<file path="src/tpo_pkg.sv">
// Package with register map, field positions, reset values and timing counts of the timer block.
package tpo_pkg;

   // Register indices; byte address is four times the index.
   localparam logic [7:0] TPO_IDX_TIMER_COUNT    = 8'h01;
   localparam logic [7:0] TPO_IDX_INT_CONTROL    = 8'h0b;
   localparam logic [7:0] TPO_IDX_OPTION_CONTROL = 8'h81;
   localparam logic [7:0] TPO_IDX_PIN_DIRECTION  = 8'h85;
   localparam logic [7:0] TPO_IDX_IRQ_STATUS     = 8'h90;
   localparam logic [7:0] TPO_IDX_IRQ_MASK       = 8'h91;

   // Option control fields.
   localparam int TPO_OPT_CLOCK_SOURCE_POS = 5;
   localparam int TPO_OPT_SOURCE_EDGE_POS  = 4;
   localparam int TPO_OPT_ASSIGN_POS       = 3;
   localparam int TPO_OPT_RATE_LSB         = 0;
   localparam int TPO_RATE_W               = 3;

   // Interrupt control fields.
   localparam int TPO_INT_OVF_ENABLE_POS = 5;
   localparam int TPO_INT_OVF_FLAG_POS   = 2;

   // Interrupt status and mask fields.
   localparam int TPO_IRQ_W            = 2;
   localparam int TPO_IRQ_OVERFLOW_POS = 0;
   localparam int TPO_IRQ_WDT_POST_POS = 1;

   // Reset values.
   localparam logic [7:0] TPO_RST_TIMER_COUNT    = 8'h00;
   localparam logic [7:0] TPO_RST_INT_CONTROL    = 8'h00;
   localparam logic [7:0] TPO_RST_OPTION_CONTROL = 8'hff;
   localparam logic [7:0] TPO_RST_PIN_DIRECTION  = 8'h3f;
   localparam logic [7:0] TPO_PIN_DIRECTION_MASK = 8'h3f;
   localparam logic [TPO_IRQ_W-1:0] TPO_RST_IRQ  = 2'h0;

   // Timing: 125 MHz core clock, instruction cycle of four clocks.
   localparam int          TPO_CLK_MHZ        = 125;
   localparam int          TPO_INSTR_CLOCKS   = 4;
   localparam logic [1:0]  TPO_INSTR_DIV_LAST = 2'(TPO_INSTR_CLOCKS - 1);
   localparam int          TPO_WRITE_INHIBIT_CYCLES = 2;
   localparam logic [1:0]  TPO_WRITE_INHIBIT  = 2'(TPO_WRITE_INHIBIT_CYCLES);

   localparam int TPO_PRESCALE_W = 8;

endpackage

</file>
<file path="src/tpo_prescaler.sv">
// Shared 8-bit prescaler counter with ratio select for timer or watchdog use.
`timescale 1ns/1ps
module tpo_prescaler import tpo_pkg::*; (
   // Clock and reset
   input  wire logic                  i_clk,
   input  wire logic                  i_rst_n,
   // Control
   input  wire logic                  i_to_watchdog,
   input  wire logic [TPO_RATE_W-1:0] i_rate,
   input  wire logic                  i_clear,
   input  wire logic                  i_tick,
   // Divided event, combinational from the count
   output logic                       o_event
);

   typedef struct packed {
      logic [TPO_PRESCALE_W-1:0] count;
   } tpo_pre_state_t;

   tpo_pre_state_t state;
   tpo_pre_state_t next_state;
   logic [TPO_PRESCALE_W-1:0] low_mask;
   logic [3:0]                width;

   // Timer ratio is 2^(rate+1), watchdog ratio is 2^rate.
   always_comb begin
      width    = {1'b0, i_rate} + {3'h0, ~i_to_watchdog};
      low_mask = TPO_PRESCALE_W'((9'h001 << width) - 9'h001);
      o_event  = i_tick && ((state.count & low_mask) == low_mask);
      next_state = state;
      if (i_clear) begin
         next_state.count = '0;
      end else if (i_tick) begin
         next_state.count = state.count + 8'h01;
      end
   end

   always_ff @(posedge i_clk or negedge i_rst_n) begin
      if (!i_rst_n) begin
         state <= '0;
      end else begin
         state <= next_state;
      end
   end

endmodule // tpo_prescaler

</file>
<file path="src/tpo_timer.sv">
// Timer counter with shared prescaler, option control and an Avalon-MM register slave.
//
// Implementation choice: the Avalon-MM interface to the registers.
`timescale 1ns/1ps
module tpo_timer import tpo_pkg::*; (
   // Clock and reset
   input  wire logic        i_clk,
   input  wire logic        i_rst_n,
   // Avalon-MM slave
   input  wire logic [9:0]  i_address,
   input  wire logic        i_read,
   input  wire logic        i_write,
   input  wire logic [3:0]  i_byteenable,
   input  wire logic [31:0] i_writedata,
   output logic [31:0]      o_readdata,
   output logic             o_waitrequest,
   // Watchdog side
   input  wire logic        i_wdt_tick,
   input  wire logic        i_wdt_clear,
   output logic             o_wdt_post,
   // Pins and status
   input  wire logic        i_timer_external_clock_pin,
   output logic [7:0]       o_pin_direction,
   output logic             o_irq
);

   typedef struct packed {
      logic [1:0]           instr_div;
      logic                 pin_meta;
      logic                 pin_sync;
      logic                 pin_prev;
      logic [7:0]           timer_count;
      logic [1:0]           inhibit;
      logic [7:0]           int_control;
      logic [7:0]           option_control;
      logic [7:0]           pin_direction;
      logic [TPO_IRQ_W-1:0] irq_status;
      logic [TPO_IRQ_W-1:0] irq_mask;
      logic                 waitrequest;
      logic [31:0]          readdata;
      logic                 irq;
      logic                 wdt_post;
   } tpo_state_t;

   tpo_state_t state;
   tpo_state_t next_state;

   logic       instr_tick;
   logic       pin_edge;
   logic       src_event;
   logic       to_watchdog;
   logic       pre_tick;
   logic       pre_clear;
   logic       pre_event;
   logic       timer_inc;
   logic       overflow;
   logic       access;
   logic       do_write;
   logic       do_read;
   logic [7:0] index;
   logic [7:0] wdata;

   // Read value of a register index; the prescaler count is never visible.
   function automatic logic [7:0] reg_value(input tpo_state_t s, input logic [7:0] idx);
      logic [7:0] v;
      v = 8'h00;
      case (idx)
         TPO_IDX_TIMER_COUNT:    v = s.timer_count;
         TPO_IDX_INT_CONTROL:    v = s.int_control;
         TPO_IDX_OPTION_CONTROL: v = s.option_control;
         TPO_IDX_PIN_DIRECTION:  v = s.pin_direction;
         TPO_IDX_IRQ_STATUS:     v = {6'h00, s.irq_status};
         TPO_IDX_IRQ_MASK:       v = {6'h00, s.irq_mask};
         default:                v = 8'h00;
      endcase
      return v;
   endfunction

   // Write hit on a register index in the low byte lane.
   function automatic logic hit(input logic wr, input logic [7:0] idx, input logic [7:0] want);
      return wr && (idx == want);
   endfunction

   assign index    = i_address[9:2];
   assign wdata    = i_writedata[7:0];
   assign access   = i_read || i_write;
   assign do_write = i_write && !state.waitrequest && i_byteenable[0];
   assign do_read  = i_read && !state.waitrequest;

   assign instr_tick  = (state.instr_div == TPO_INSTR_DIV_LAST);
   assign to_watchdog = state.option_control[TPO_OPT_ASSIGN_POS];

   // Pin edge selection compares the second synchroniser stage with its one-clock delayed copy.
   always_comb begin
      if (state.option_control[TPO_OPT_SOURCE_EDGE_POS]) begin
         pin_edge = state.pin_prev && !state.pin_sync;
      end else begin
         pin_edge = !state.pin_prev && state.pin_sync;
      end
   end

   // Source event, held off while the post-write inhibit runs.
   always_comb begin
      if (state.option_control[TPO_OPT_CLOCK_SOURCE_POS]) begin
         src_event = pin_edge;
      end else begin
         src_event = instr_tick;
      end
      if (state.inhibit != 2'h0) begin
         src_event = 1'b0;
      end
   end

   // One prescaler, fed by whichever side owns it.
   assign pre_tick  = to_watchdog ? i_wdt_tick : src_event;
   assign pre_clear = to_watchdog ? i_wdt_clear
                                  : hit(do_write, index, TPO_IDX_TIMER_COUNT);
   assign timer_inc = to_watchdog ? src_event : pre_event;
   assign overflow  = timer_inc && (state.timer_count == 8'hff);

   tpo_prescaler u_prescaler (
      .i_clk         (i_clk),
      .i_rst_n       (i_rst_n),
      .i_to_watchdog (to_watchdog),
      .i_rate        (state.option_control[TPO_OPT_RATE_LSB +: TPO_RATE_W]),
      .i_clear       (pre_clear),
      .i_tick        (pre_tick),
      .o_event       (pre_event)
   );

   always_comb begin
      next_state = state;

      next_state.instr_div = instr_tick ? 2'h0 : state.instr_div + 2'h1;
      next_state.pin_meta  = i_timer_external_clock_pin;
      next_state.pin_sync  = state.pin_meta;
      next_state.pin_prev  = state.pin_sync;

      // One wait state: request seen, then answered with waitrequest low.
      next_state.waitrequest = !(access && state.waitrequest);
      if (access && state.waitrequest) begin
         next_state.readdata = {24'h000000, reg_value(state, index)};
      end

      // Timer count and inhibit; a software write wins over counting.
      if (instr_tick && (state.inhibit != 2'h0)) begin
         next_state.inhibit = state.inhibit - 2'h1;
      end
      if (timer_inc) begin
         next_state.timer_count = state.timer_count + 8'h01;
      end
      if (hit(do_write, index, TPO_IDX_TIMER_COUNT)) begin
         next_state.timer_count = wdata;
         next_state.inhibit     = TPO_WRITE_INHIBIT;
      end

      if (hit(do_write, index, TPO_IDX_INT_CONTROL)) begin
         next_state.int_control = wdata;
      end
      if (overflow) begin
         next_state.int_control[TPO_INT_OVF_FLAG_POS] = 1'b1;
      end

      if (hit(do_write, index, TPO_IDX_OPTION_CONTROL)) begin
         next_state.option_control = wdata;
      end
      if (hit(do_write, index, TPO_IDX_PIN_DIRECTION)) begin
         next_state.pin_direction = wdata & TPO_PIN_DIRECTION_MASK;
      end
      if (hit(do_write, index, TPO_IDX_IRQ_MASK)) begin
         next_state.irq_mask = wdata[TPO_IRQ_W-1:0];
      end

      // Sticky status: read clears, a new event in the same cycle survives.
      if (do_read && (index == TPO_IDX_IRQ_STATUS)) begin
         next_state.irq_status = '0;
      end
      if (overflow) begin
         next_state.irq_status[TPO_IRQ_OVERFLOW_POS] = 1'b1;
      end
      if (to_watchdog && pre_event) begin
         next_state.irq_status[TPO_IRQ_WDT_POST_POS] = 1'b1;
      end

      next_state.wdt_post = to_watchdog && pre_event;
      next_state.irq      = |(next_state.irq_status & state.irq_mask);
   end

   always_ff @(posedge i_clk or negedge i_rst_n) begin
      if (!i_rst_n) begin
         state                <= '0;
         state.timer_count    <= TPO_RST_TIMER_COUNT;
         state.int_control    <= TPO_RST_INT_CONTROL;
         state.option_control <= TPO_RST_OPTION_CONTROL;
         state.pin_direction  <= TPO_RST_PIN_DIRECTION;
         state.irq_status     <= TPO_RST_IRQ;
         state.irq_mask       <= TPO_RST_IRQ;
         state.waitrequest    <= 1'b1;
      end else begin
         state <= next_state;
      end
   end

   assign o_readdata      = state.readdata;
   assign o_waitrequest   = state.waitrequest;
   assign o_wdt_post      = state.wdt_post;
   assign o_pin_direction = state.pin_direction;
   assign o_irq           = state.irq;

endmodule // tpo_timer

</file>
<file path="config.mk">
export PLATFORM = sky130hd
export DESIGN_NAME = tpo_timer
export DESIGN_NICKNAME = d
export VERILOG_FILES = /design/src/tpo_pkg.sv /design/src/tpo_prescaler.sv /design/src/tpo_timer.sv
export SDC_FILE = /design/constraint.sdc
export NUM_CORES = 1
export LEC_CHECK = 0
export BUFFER_PORTS_ARGS = -buffer_cell sky130_fd_sc_hd__buf_4
export CAP_MARGIN = 20
export CORE_UTILIZATION = 40
export CTS_BUF_LIST = sky130_fd_sc_hd__clkbuf_4 sky130_fd_sc_hd__clkbuf_8
export DETAILED_ROUTE_END_ITERATION = 8
export SYNTH_ARGS = -nofsm -noshare
export SYNTH_HDL_FRONTEND = slang
export SYNTH_SLANG_ARGS = --single-unit
</file>
<file path="constraint.sdc">
create_clock -name i_clk -period 6.9 [get_ports i_clk]
set_input_delay 0.345 -clock i_clk [delete_from_list [all_inputs] [get_ports i_clk]]
set_output_delay 0.345 -clock i_clk [all_outputs]
set_load 0.03 [all_outputs]
</file>
== Word-level counts from Yosys, hierarchy flattened ==
Cells that the tools add are included.

* Flip-flop bits (word level): 60
* Logic and storage cells: 81

* Add/sub/neg operators: 6
* Eq/ne operators: 9
* Shift-type cells: 1
* Mux-type cells: 18
* Bitwise logic cells: 3
* Reductions and logical operators: 27

{| class="wikitable"
|+ Operator list
! kind !! number
|-
| case mux 8 bit (6 select lines) || 1
|-
| == test 8 bit, second input constant || 5
|-
| 2-to-1 mux 8 bit || 3
|-
| adder 8 x 1 -> 8 bit, second input constant || 2
|-
| logical AND 1 bit || 16
|-
| 2-to-1 mux 10 bit || 1
|-
| nonzero test 2 bit || 5
|-
| 2-to-1 mux 1 bit || 9
|-
| bitwise AND 8 bit || 1
|-
| == test 8 x 1 -> 1 bit, second input constant || 1
|-
| == test 8 x 4 -> 1 bit, second input constant || 1
|-
| == test 8 bit || 1
|-
| << shifter 1 x 4 -> 8 bit, first input constant || 1
|-
| subtractor 8 x 1 -> 8 bit, second input constant || 1
|-
| 2-to-1 mux 2 bit || 3
|-
| adder 3 x 1 -> 4 bit || 1
|-
| zero test 1 bit || 4
|-
| 2-to-1 mux 3 bit || 1
|-
| adder 2 x 1 -> 2 bit, second input constant || 1
|-
| bitwise AND 2 bit || 1
|-
| == test 2 bit, second input constant || 1
|-
| OR reduction 2 bit || 1
|-
| subtractor 2 x 1 -> 2 bit, second input constant || 1
|-
| logical OR 1 bit || 1
|-
| inverter 1 bit || 1
|}

== Logic depth before layout (Yosys ltp) ==
Gate-level depths: netlist of run 1.

* Depth after elaboration: 12
* Depth in mapped cells: 16
* Gate-level depth less buffers: 14

== Modules after synthesis ==
From an unflattened synthesis of run 1, not the netlist that was laid out.

* Cell total of the unflattened synthesis: 373
* Area, all modules: 3769.9 µm²

{| class="wikitable"
|+ Modules (own cells, without submodules)
! module !! instances !! cells an instance !! area each (µm²) !! seq. area each (µm²)
|-
| tpo_timer || 1 || 263 || 2900.3 || 1320.0
|-
| tpo_prescaler || 1 || 110 || 869.6 || 200.2
|}

== Least setup slack after synthesis of run 1 ==
Ideal clock, no wire load.

* Path type: register -> register
* Start: register state[50] in the netlist's numbering
* End: register state[72] in the netlist's numbering
* Data arrival time: 3.551 ns
* Required time: 6.818 ns
* Path slack: 3.267 ns
* Cell stages (with the launch flop): 16
* Path buffers: 1
* Period minus slack after synthesis: 3.633 ns
* Path through: dfstp_2 -> clkbuf_1 -> inv_1 -> ha_1 -> ha_1 -> or2_4 -> a2bb2o_4 -> nand2_1 -> ha_1 -> nor2b_1 -> o211ai_1 -> a22oi_2 -> nor4_2 -> a41oi_2 -> or4_1 -> a31oi_1

* Word-level cells in the longest chain between the ends: 9

{| class="wikitable"
|+ RTL lines
! what !! line !! text
|-
| start, declared || tpo_timer.sv:45 || <nowiki>tpo_state_t state;</nowiki>
|-
| start signal, assigned || tpo_timer.sv:200 || <nowiki>state <= next_state;</nowiki>
|-
| inverter 1 bit || tpo_prescaler.sv:27 || <nowiki>width = {1'b0, i_rate} + {3'h0, ~i_to_watchdog};</nowiki>
|-
| adder 3 x 1 -> 4 bit || tpo_prescaler.sv:27 ||
|-
| << shifter 1 x 4 -> 8 bit || tpo_prescaler.sv:28 || <nowiki>low_mask = TPO_PRESCALE_W'((9'h001 << width) - 9'h001);</nowiki>
|-
| subtractor 8 x 1 -> 8 bit || tpo_prescaler.sv:28 ||
|-
| bitwise AND 8 bit || tpo_prescaler.sv:29 || <nowiki>o_event = i_tick && ((state.count & low_mask) == low_mask);</nowiki>
|-
| == test 8 bit || tpo_prescaler.sv:29 ||
|-
| logical AND 1 bit || tpo_prescaler.sv:29 ||
|-
| 2-to-1 mux 1 bit (*) || tpo_timer.sv:118 || <nowiki>assign timer_inc = to_watchdog ? src_event : pre_event;</nowiki>
|-
| nonzero test 2 bit (no line) (*) || - ||
|}

Every way passes the cells marked *; elsewhere a longest branch is shown, timed or not.
A chain may end at the register's enable or synchronous reset.

== Worst setup path after layout of run 1 ==
Same ends and word-level chain as after synthesis.

==> out/results.txt, run 1 <==
The run finished with clean final reports. The total via count in the routed design was 2,739; the final routed wirelength across all metal layers was 7820 um. For the I/O pin count, the log shows 96. The count of flip-flops with a built-in enable after synthesis is 0. Static timing analysis puts the maximum clock frequency at 241 MHz.

Summing the sequential cell areas from Yosys gives 42.2% of the chip area. The remaining design rule violation count is 0, and the post-layout minimum cycle time is 4160 ps. The total power per unit cell area is 217 mW/mm2, and the arrival time at the worst endpoint is 4430 ps.

The wire-length estimate of the detail-placed layout is 5590 um. In the synthesized netlist the async set-or-reset flop fraction comes to 100%. The number of fillers in the final layout was 853; the number of different library cells in the post-synthesis netlist was 55. Of all nets on the critical path, the largest fanout is 18. The detailed router put a total of 3760 um of wire on met1.

The first global-routing pass estimated 13,100 um of wire. The synthesized-area fraction occupied by ao, oa, aoi and oai cells works out to 15.6%. The share of post-route cells with drive strength above 1 was 25.6%; the static leakage was 1.79 nW. Kind of start point of the critical path: a flip-flop.

For this design, the CTS-stage hold fixing added 0 buffers. Once placement completed, the tool counted placed cells totaling 491. Leaving out fill and tap cells, the most frequent cell in the layout is sky130_fd_sc_hd__dfrtp_1. In this run the tightest slew margin relative to its limit is 47.4%.

The synthesized netlist occupies a cell area of 0.00360 mm2. The quantity of I/O buffers inserted on ports came out at 40. For the final-report setup violation count, the log shows 0. The synthesized netlist devotes 18.0% of its cell area to simple gates. The worst hold slack after final layout is 77.0 ps, and the total inserted antenna cells is 0.

Leaving out fill and tap cells, the most frequent cells in the layout are sky130_fd_sc_hd__dfrtp_1 (45), sky130_fd_sc_hd__nand2_1 (41), sky130_fd_sc_hd__buf_4 (41), sky130_fd_sc_hd__nor2_1 (27), sky130_fd_sc_hd__conb_1 (26). The run gives 0.772 as the global placer's final weighted congestion. After global routing the overflow that remains totals 0. For this design, the sink count on the clock tree is 60. The area share of xor/xnor cells in the synthesized design was 2.40%. The total met2 wirelength after detailed routing is 3560 um, and the number of H-tree branching levels is 3.

The worst IR drop on VDD was 0.134 mV. Nature of the critical path endpoint: a flip-flop. The synthesized netlist devotes 2.78% of its cell area to adder and majority cells. Synthesis inferred 60 register bits. After layout, the worst path uses 60.2% of the clock period. The number of global-route vias before repair is 2,628. The first TritonRoute pass finished after 4 iterations. The site row count was 34.

The run gives 0 as the post-route antenna net violation count. The highest metal layer carrying signal wires in the routed design is met4. The worst setup path category is reg2reg. The logs give 0 for the count of final hold-check violations and 41.3% for the initial core utilization.

The latest clock arrival within the worst-skew pair came out at 350 ps. The region available for standard cell placement spans 0.00872 mm2. Synthesis warning total: 0. The initial antenna violation count is 0, and the largest net degree at the start of global routing is 61. The die is 96.9 um tall. The predominant post-synthesis flop cell was sky130_fd_sc_hd__dfrtp_1. TritonCTS built the clock tree.

In the final timing run, aggregate negative setup slack is 0 ps. The logs give 7170 ps for the critical path required time and 0 for the post-CTS setup buffer count. The quantity of gates resized following cts is 0. The count of mapped cells out of synthesis came out at 370. The final non-filler cell total was 507; the average via count per standard cell was 5.40. Detailed routing placed a total of 372 um of wire on met3. Setup repair after global routing left no endpoint under its margin. After the first detailed-routing iteration, the DRC count stood at 194. The clock input transition at the sequential cells of the worst setup and hold paths was 70 ps. The run gives 2 as the number of buffers on the longest clock path.

The total CTS buffers is 9. The portion of synthesized area spent on multiplexers is 8.06%. Net count reported at finish: 455.

The floorplan step defined a die boundary enclosing 0.00938 mm2. The average cell area after synthesis came out at 9.73 um2. The main combinational cell family by area after synthesis is simple AND/OR/NAND/NOR gates.

The tools report the max-capacitance violation count as 0. In the global route stage, overall resource usage came out at 17.6%. The transition at the pin with the smallest max-transition slack works out to 789 ps.

In this run the worst hold path is classified as in2async. The run gives 0.00152 mm2 as the sequential cell area in the final layout. The area growth from synthesis to layout is 10.9%. The max-slew violation total from the final report came out at 0. On the final layout, the worst clock skew is 13.1 ps.

Area taken by multi-input logic gates: 0.00178 mm2. Dividing the detail-routed wire length by the instance count gives 15.4 um. The die is 96.9 um wide. In this run the clock root is driven by a sky130_fd_sc_hd__clkbuf_8.
==> registers in the layout (all words and copies together), names as in the netlist <==
name,count
o_irq,1
o_readdata,8
o_wdt_post,1
next_state,2
state,33
o_waitrequest,1
o_pin_direction,6
u_prescaler.state,8
==> power breakdown <==
| group | internal, mW | total (mW) | leakage [nW] | switching [mW] |
|---|---|---|---|---|
| clock network | 0.187 | 0.333 | 0.102 | 0.146 |
| logic | 0.0465 | 0.124 | 0.965 | 0.0778 |
| registers | 0.380 | 0.407 | 0.725 | 0.0273 |
| total | 0.613 | 0.865 | 1.79 | 0.251 |
==> area by class of cell <==
cell class                      count  share of cell area [%]
Clock buffer                       11                    3.79
Clock inverter                      5                    1.47
Inverter                            9                   0.846
Multi-Input combinational cell    273                    44.7
Sequential cell                    60                    38.1
Tap cell                          108                    3.39
Timing Repair Buffer               41                    7.71
==> cell families (layout without fill, tap and decap cells) <==
| family | count (synthesis) | in the layout |
|---|---|---|
| other | 1 | 26 |
| multiplexers | 26 | 26 |
| buffers and inverters | 62 | 66 |
| adder cells (fa/ha/maj) | 8 | 8 |
| flip-flops | 60 | 60 |
| AND/OR/NAND/NOR | 128 | 128 |
| AO/OA/AOI/OAI | 76 | 76 |
| XOR/XNOR | 9 | 9 |
==> through the flow <==
stage / util (%) / setup slack, ps / instance area [um2] / power [mW]
6_report: 45.8 / 2740 / 3990 / 0.865
5_1_grt: 45.8 / 2490 / 3990 / 0.910
4_1_cts: 45.8 / 2760 / 3990 / 0.873
3_5_place_dp: 43.4 / 2770 / 3780 / 0.538
3_3_place_gp: 43.4 / 2810 / 3780 / 0.534
2_1_floorplan: - / 3270 / 3690 / 0.504
==> cell usage after synthesis, drive strengths merged (5+ instances only) <==
cell type / count / area share, %
o21ai: 21 / 2.9
nand3: 10 / 1.4
dfrtp: 45 / 31
dfstp: 15 / 11
nor2: 27 / 2.8
and3: 8 / 1.4
clkbuf: 10 / 1.0
nand2b: 7 / 1.2
ha: 8 / 2.8
nor2b: 5 / 0.87
a21oi: 8 / 1.1
o211ai: 7 / 1.5
a22o: 8 / 1.9
buf: 43 / 8.8
mux2: 24 / 7.5
xnor2: 6 / 1.7
and2: 5 / 0.87
inv: 9 / 0.94
a222oi: 6 / 1.7
nand2: 41 / 4.3
==> path summary, 6_finish.rpt <==
check                                      startpoint                    to  slack [ps]  cells past startpoint
max                                         state[50]             state[72]        2740                     14
max in group asynchronous                     i_rst_n                 o_irq        6320                      1
max reg2reg                                 state[50]             state[72]        2740                     14
min reg2reg                            next_state[74]        next_state[73]         350                      0
min in group i_clk         i_timer_external_clock_pin        next_state[74]         100                      1
min                                           i_rst_n  u_prescaler.state[2]          80                      1
==> critical path, cell delays in order, from the launching register on <==
cell and delay, ps:
sky130_fd_sc_hd__dfstp_2 600, sky130_fd_sc_hd__inv_1 100, sky130_fd_sc_hd__ha_1 190, sky130_fd_sc_hd__ha_1 300, sky130_fd_sc_hd__xnor2_2 360, sky130_fd_sc_hd__a2bb2o_4 200
sky130_fd_sc_hd__nand2_1 60, sky130_fd_sc_hd__ha_1 250, sky130_fd_sc_hd__nor2b_1 160, sky130_fd_sc_hd__o211ai_1 120, sky130_fd_sc_hd__a22oi_2 80, sky130_fd_sc_hd__nor4_2 380
sky130_fd_sc_hd__a41oi_2 470, sky130_fd_sc_hd__or4_1 630, sky130_fd_sc_hd__a31oi_1 170
==> metal layers <==
metal	vias to the layer above	GRT usage [%]
li1	1313	-
met1	1335	25.6
met2	80	25.1
met3	11	4.34
met4	0	6.54
met5	-	0
Power figures use the tool's default switching activity.
==> run 2: changes to the inputs <==
Clock period 6.9 ns to 4.3 ns, I/O delays scaled along.
==> out/results.txt, run 2 (synthesized netlist as in run 1, its figures left out) <==
The count of final hold-check violations was 0; the worst slack at placement was 210 ps. 96 I/O pins were placed. STA puts the critical path data required time at 4560 ps. For the number of DRC markers after the initial detailed-route iteration, the log shows 124. Along the worst path, the maximum fanout reaches 15. The library cell used most frequently in the layout, excluding fill and tap cells, is sky130_fd_sc_hd__dfrtp_1. Summed over all layers, the global routing overflow is 0.

In the final layout, flip-flops and latches occupy 0.00152 mm2. Once placement finished, the instance area stood at 0.00380 mm2. The design draws 1.36 mW. Entering global routing, the biggest net connects 61 pins. Clock tree synthesis selected as its root buffer the cell sky130_fd_sc_hd__clkbuf_8. The run gives 0.771 as the global placer's final weighted congestion. The final period utilization came out at 93.9%. The site row count is 34. The register with the most flip-flops is state. In this run the vertical extent of the chip is 96.9 um. Buffers inserted during clock tree synthesis total 9.

In the final design database the tool counted 459 nets. The logs give 0.00872 mm2 for the core footprint and 2 for the number of buffers on the longest clock path. The flow ran to the end, and the final reports show no timing, DRC or antenna violations.

The total negative slack for setup checks was 0 ps; the worst IR drop on VDD was 0.225 mV. For the detailed-routing iteration count for the pre-antenna-repair pass, the log shows 4. After detailed routing, the average wire length per cell comes to 15.5 um. The area taken by multi-input logic gates was 0.00180 mm2.

Setup repair after global routing left no endpoint under its margin. Total via count in the routed design: 2,781. Of the cells placed in the final design, the portion with a size suffix greater than 1 is 25.8%. The layout has 848 filler cells. Number of clock sinks: 60.

The remaining design rule violation count is 0. Cell at the slowest stage of the critical path: sky130_fd_sc_hd__dfstp_2. The post-route antenna net violation count was 0; the max-capacitance violation count was 0. The total power per unit cell area works out to 338 mW/mm2. After detailed routing, the number of vias per cell comes to 5.44. Wires add up to 7910 um.

The clock reaches the later pin of the worst-skew pair after 340 ps. The worst setup path is captured at a flip-flop. The buffers plus inverters on the worst setup path was 1; the achievable clock frequency was 248 MHz.

The die is 96.9 um wide. With fillers left out, the area of the finished cells amounts to 0.00402 mm2. The worst hold path belongs to the class in2reg. The total global-route track usage was 17.7%; the transition at the pin with the smallest max-transition slack was 787 ps. The number of global-route vias before repair was 2,667. The critical path goes through inv_1, ha_1, ha_1, xnor2_2, a2bb2o_4, nand2_1, ha_1, nor2b_1, o211ai_1, a22oi_2, nor4_2, a41oi_4, or4_1, a31oi_1. The die covers 0.00938 mm2. The first global-routing pass estimated 13,300 um of wire. The max-slew violation total from the final report is 0.

For the finished layout, the period the worst path requires is 4040 ps. Initial antenna violation count: 0. The largest incremental delay on the critical path was 620 ps; the initial core utilization was 41.3%. The final non-filler cell total came out at 511.

The kind of start point of the critical path was a flip-flop. The most prevalent standard cell on the critical path is sky130_fd_sc_hd__ha_1. The worst setup path is of the reg2reg kind.

The post-route clock skew was 7.15 ps. In this run the number of H-tree levels came out at 3. The final-report setup violation count was 0; the sum of net half-perimeters after detailed placement was 5690 um. The static leakage is 1.81 nW, and the layout overhead on the synthesized area is 11.7%. At the worst endpoint, the arrival time is 4300 ps. The library cells used most frequently in the layout, excluding fill and tap cells, are sky130_fd_sc_hd__dfrtp_1 (45), sky130_fd_sc_hd__buf_4 (43), sky130_fd_sc_hd__nand2_1 (41), sky130_fd_sc_hd__nor2_1 (27), sky130_fd_sc_hd__conb_1 (26). Flip-flop count of the largest register after layout: 33. The quantity of I/O buffers inserted on ports is 40, and the worst-case setup margin in the final layout is 261 ps. TritonCTS built the clock tree. Measured against its own limit, the worst slew margin works out to 47.5%. Counting tap cells, the placed design contains a total of 493 instances.

The cell family contributing the most delay on the critical path is simple AND/OR/NAND/NOR gates. 0 antenna diodes ended up in the layout. The clock input transition at the sequential cells of the worst setup and hold paths works out to 70 ps.
==> run 2: final timing paths <==
kind	start	end	depth (start not counted)	slack, ps
min in group asynchronous	i_rst_n	u_prescaler.state[7]	2	480
worst min-delay path	i_writedata[4]	state[69]	3	110
worst max-delay path	state[50]	state[72]	14	260
worst max register to register	state[50]	state[72]	14	260
max in group asynchronous	i_rst_n	state[68]	2	3290
worst min register to register	next_state[74]	next_state[73]	0	350
==> run 2: timing repair <==
action / in CTS / in global routing
hold buffers: 2 / 0
endpoints found under the setup margin: 0 / 1
hold endpoints to repair: 46 / 0
gates resized for setup: 0 / 1
setup buffers: 0 / 0
==> run 2: area by class of cell <==
cell class,count,share of cell area (%)
Clock inverter,6,1.59
Tap cell,108,3.36
Inverter,9,0.840
Sequential cell,60,37.8
Timing Repair Buffer,45,8.52
Clock buffer,10,3.27
Multi-Input combinational cell,273,44.6
==> run 2: routing by layer <==
metal | part of all wire, % | vias to the layer above | track usage (%)
met1 | 46 | 1370 | 24.5
li1 | - | 1328 | -
met4 | 1.1 | 0 | 4.94
met2 | 47 | 74 | 27.8
met5 | 0 | - | 0
met3 | 5.0 | 9 | 3.90
==> run 2: power breakdown <==
group          switching, mW  internal (mW)
sequential            0.0421          0.610
clock                  0.232          0.274
combinational          0.127         0.0770
total                  0.401          0.961
==> run 2: tightest hold or removal path: cells and delay by family <==
kind                   cells  cell delay (ps)
buffers and inverters      1              100
AND/OR/NAND/NOR            2              110
==> run 2: stage by stage <==
stage | hold WS, ps | util [%]
after floorplan | -80.6 | -
after global placement | 326 | 43.5
after detailed placement | 326 | 43.5
after CTS | 101 | 46.0
after global routing | 118 | 46.1
final | 111 | 46.1
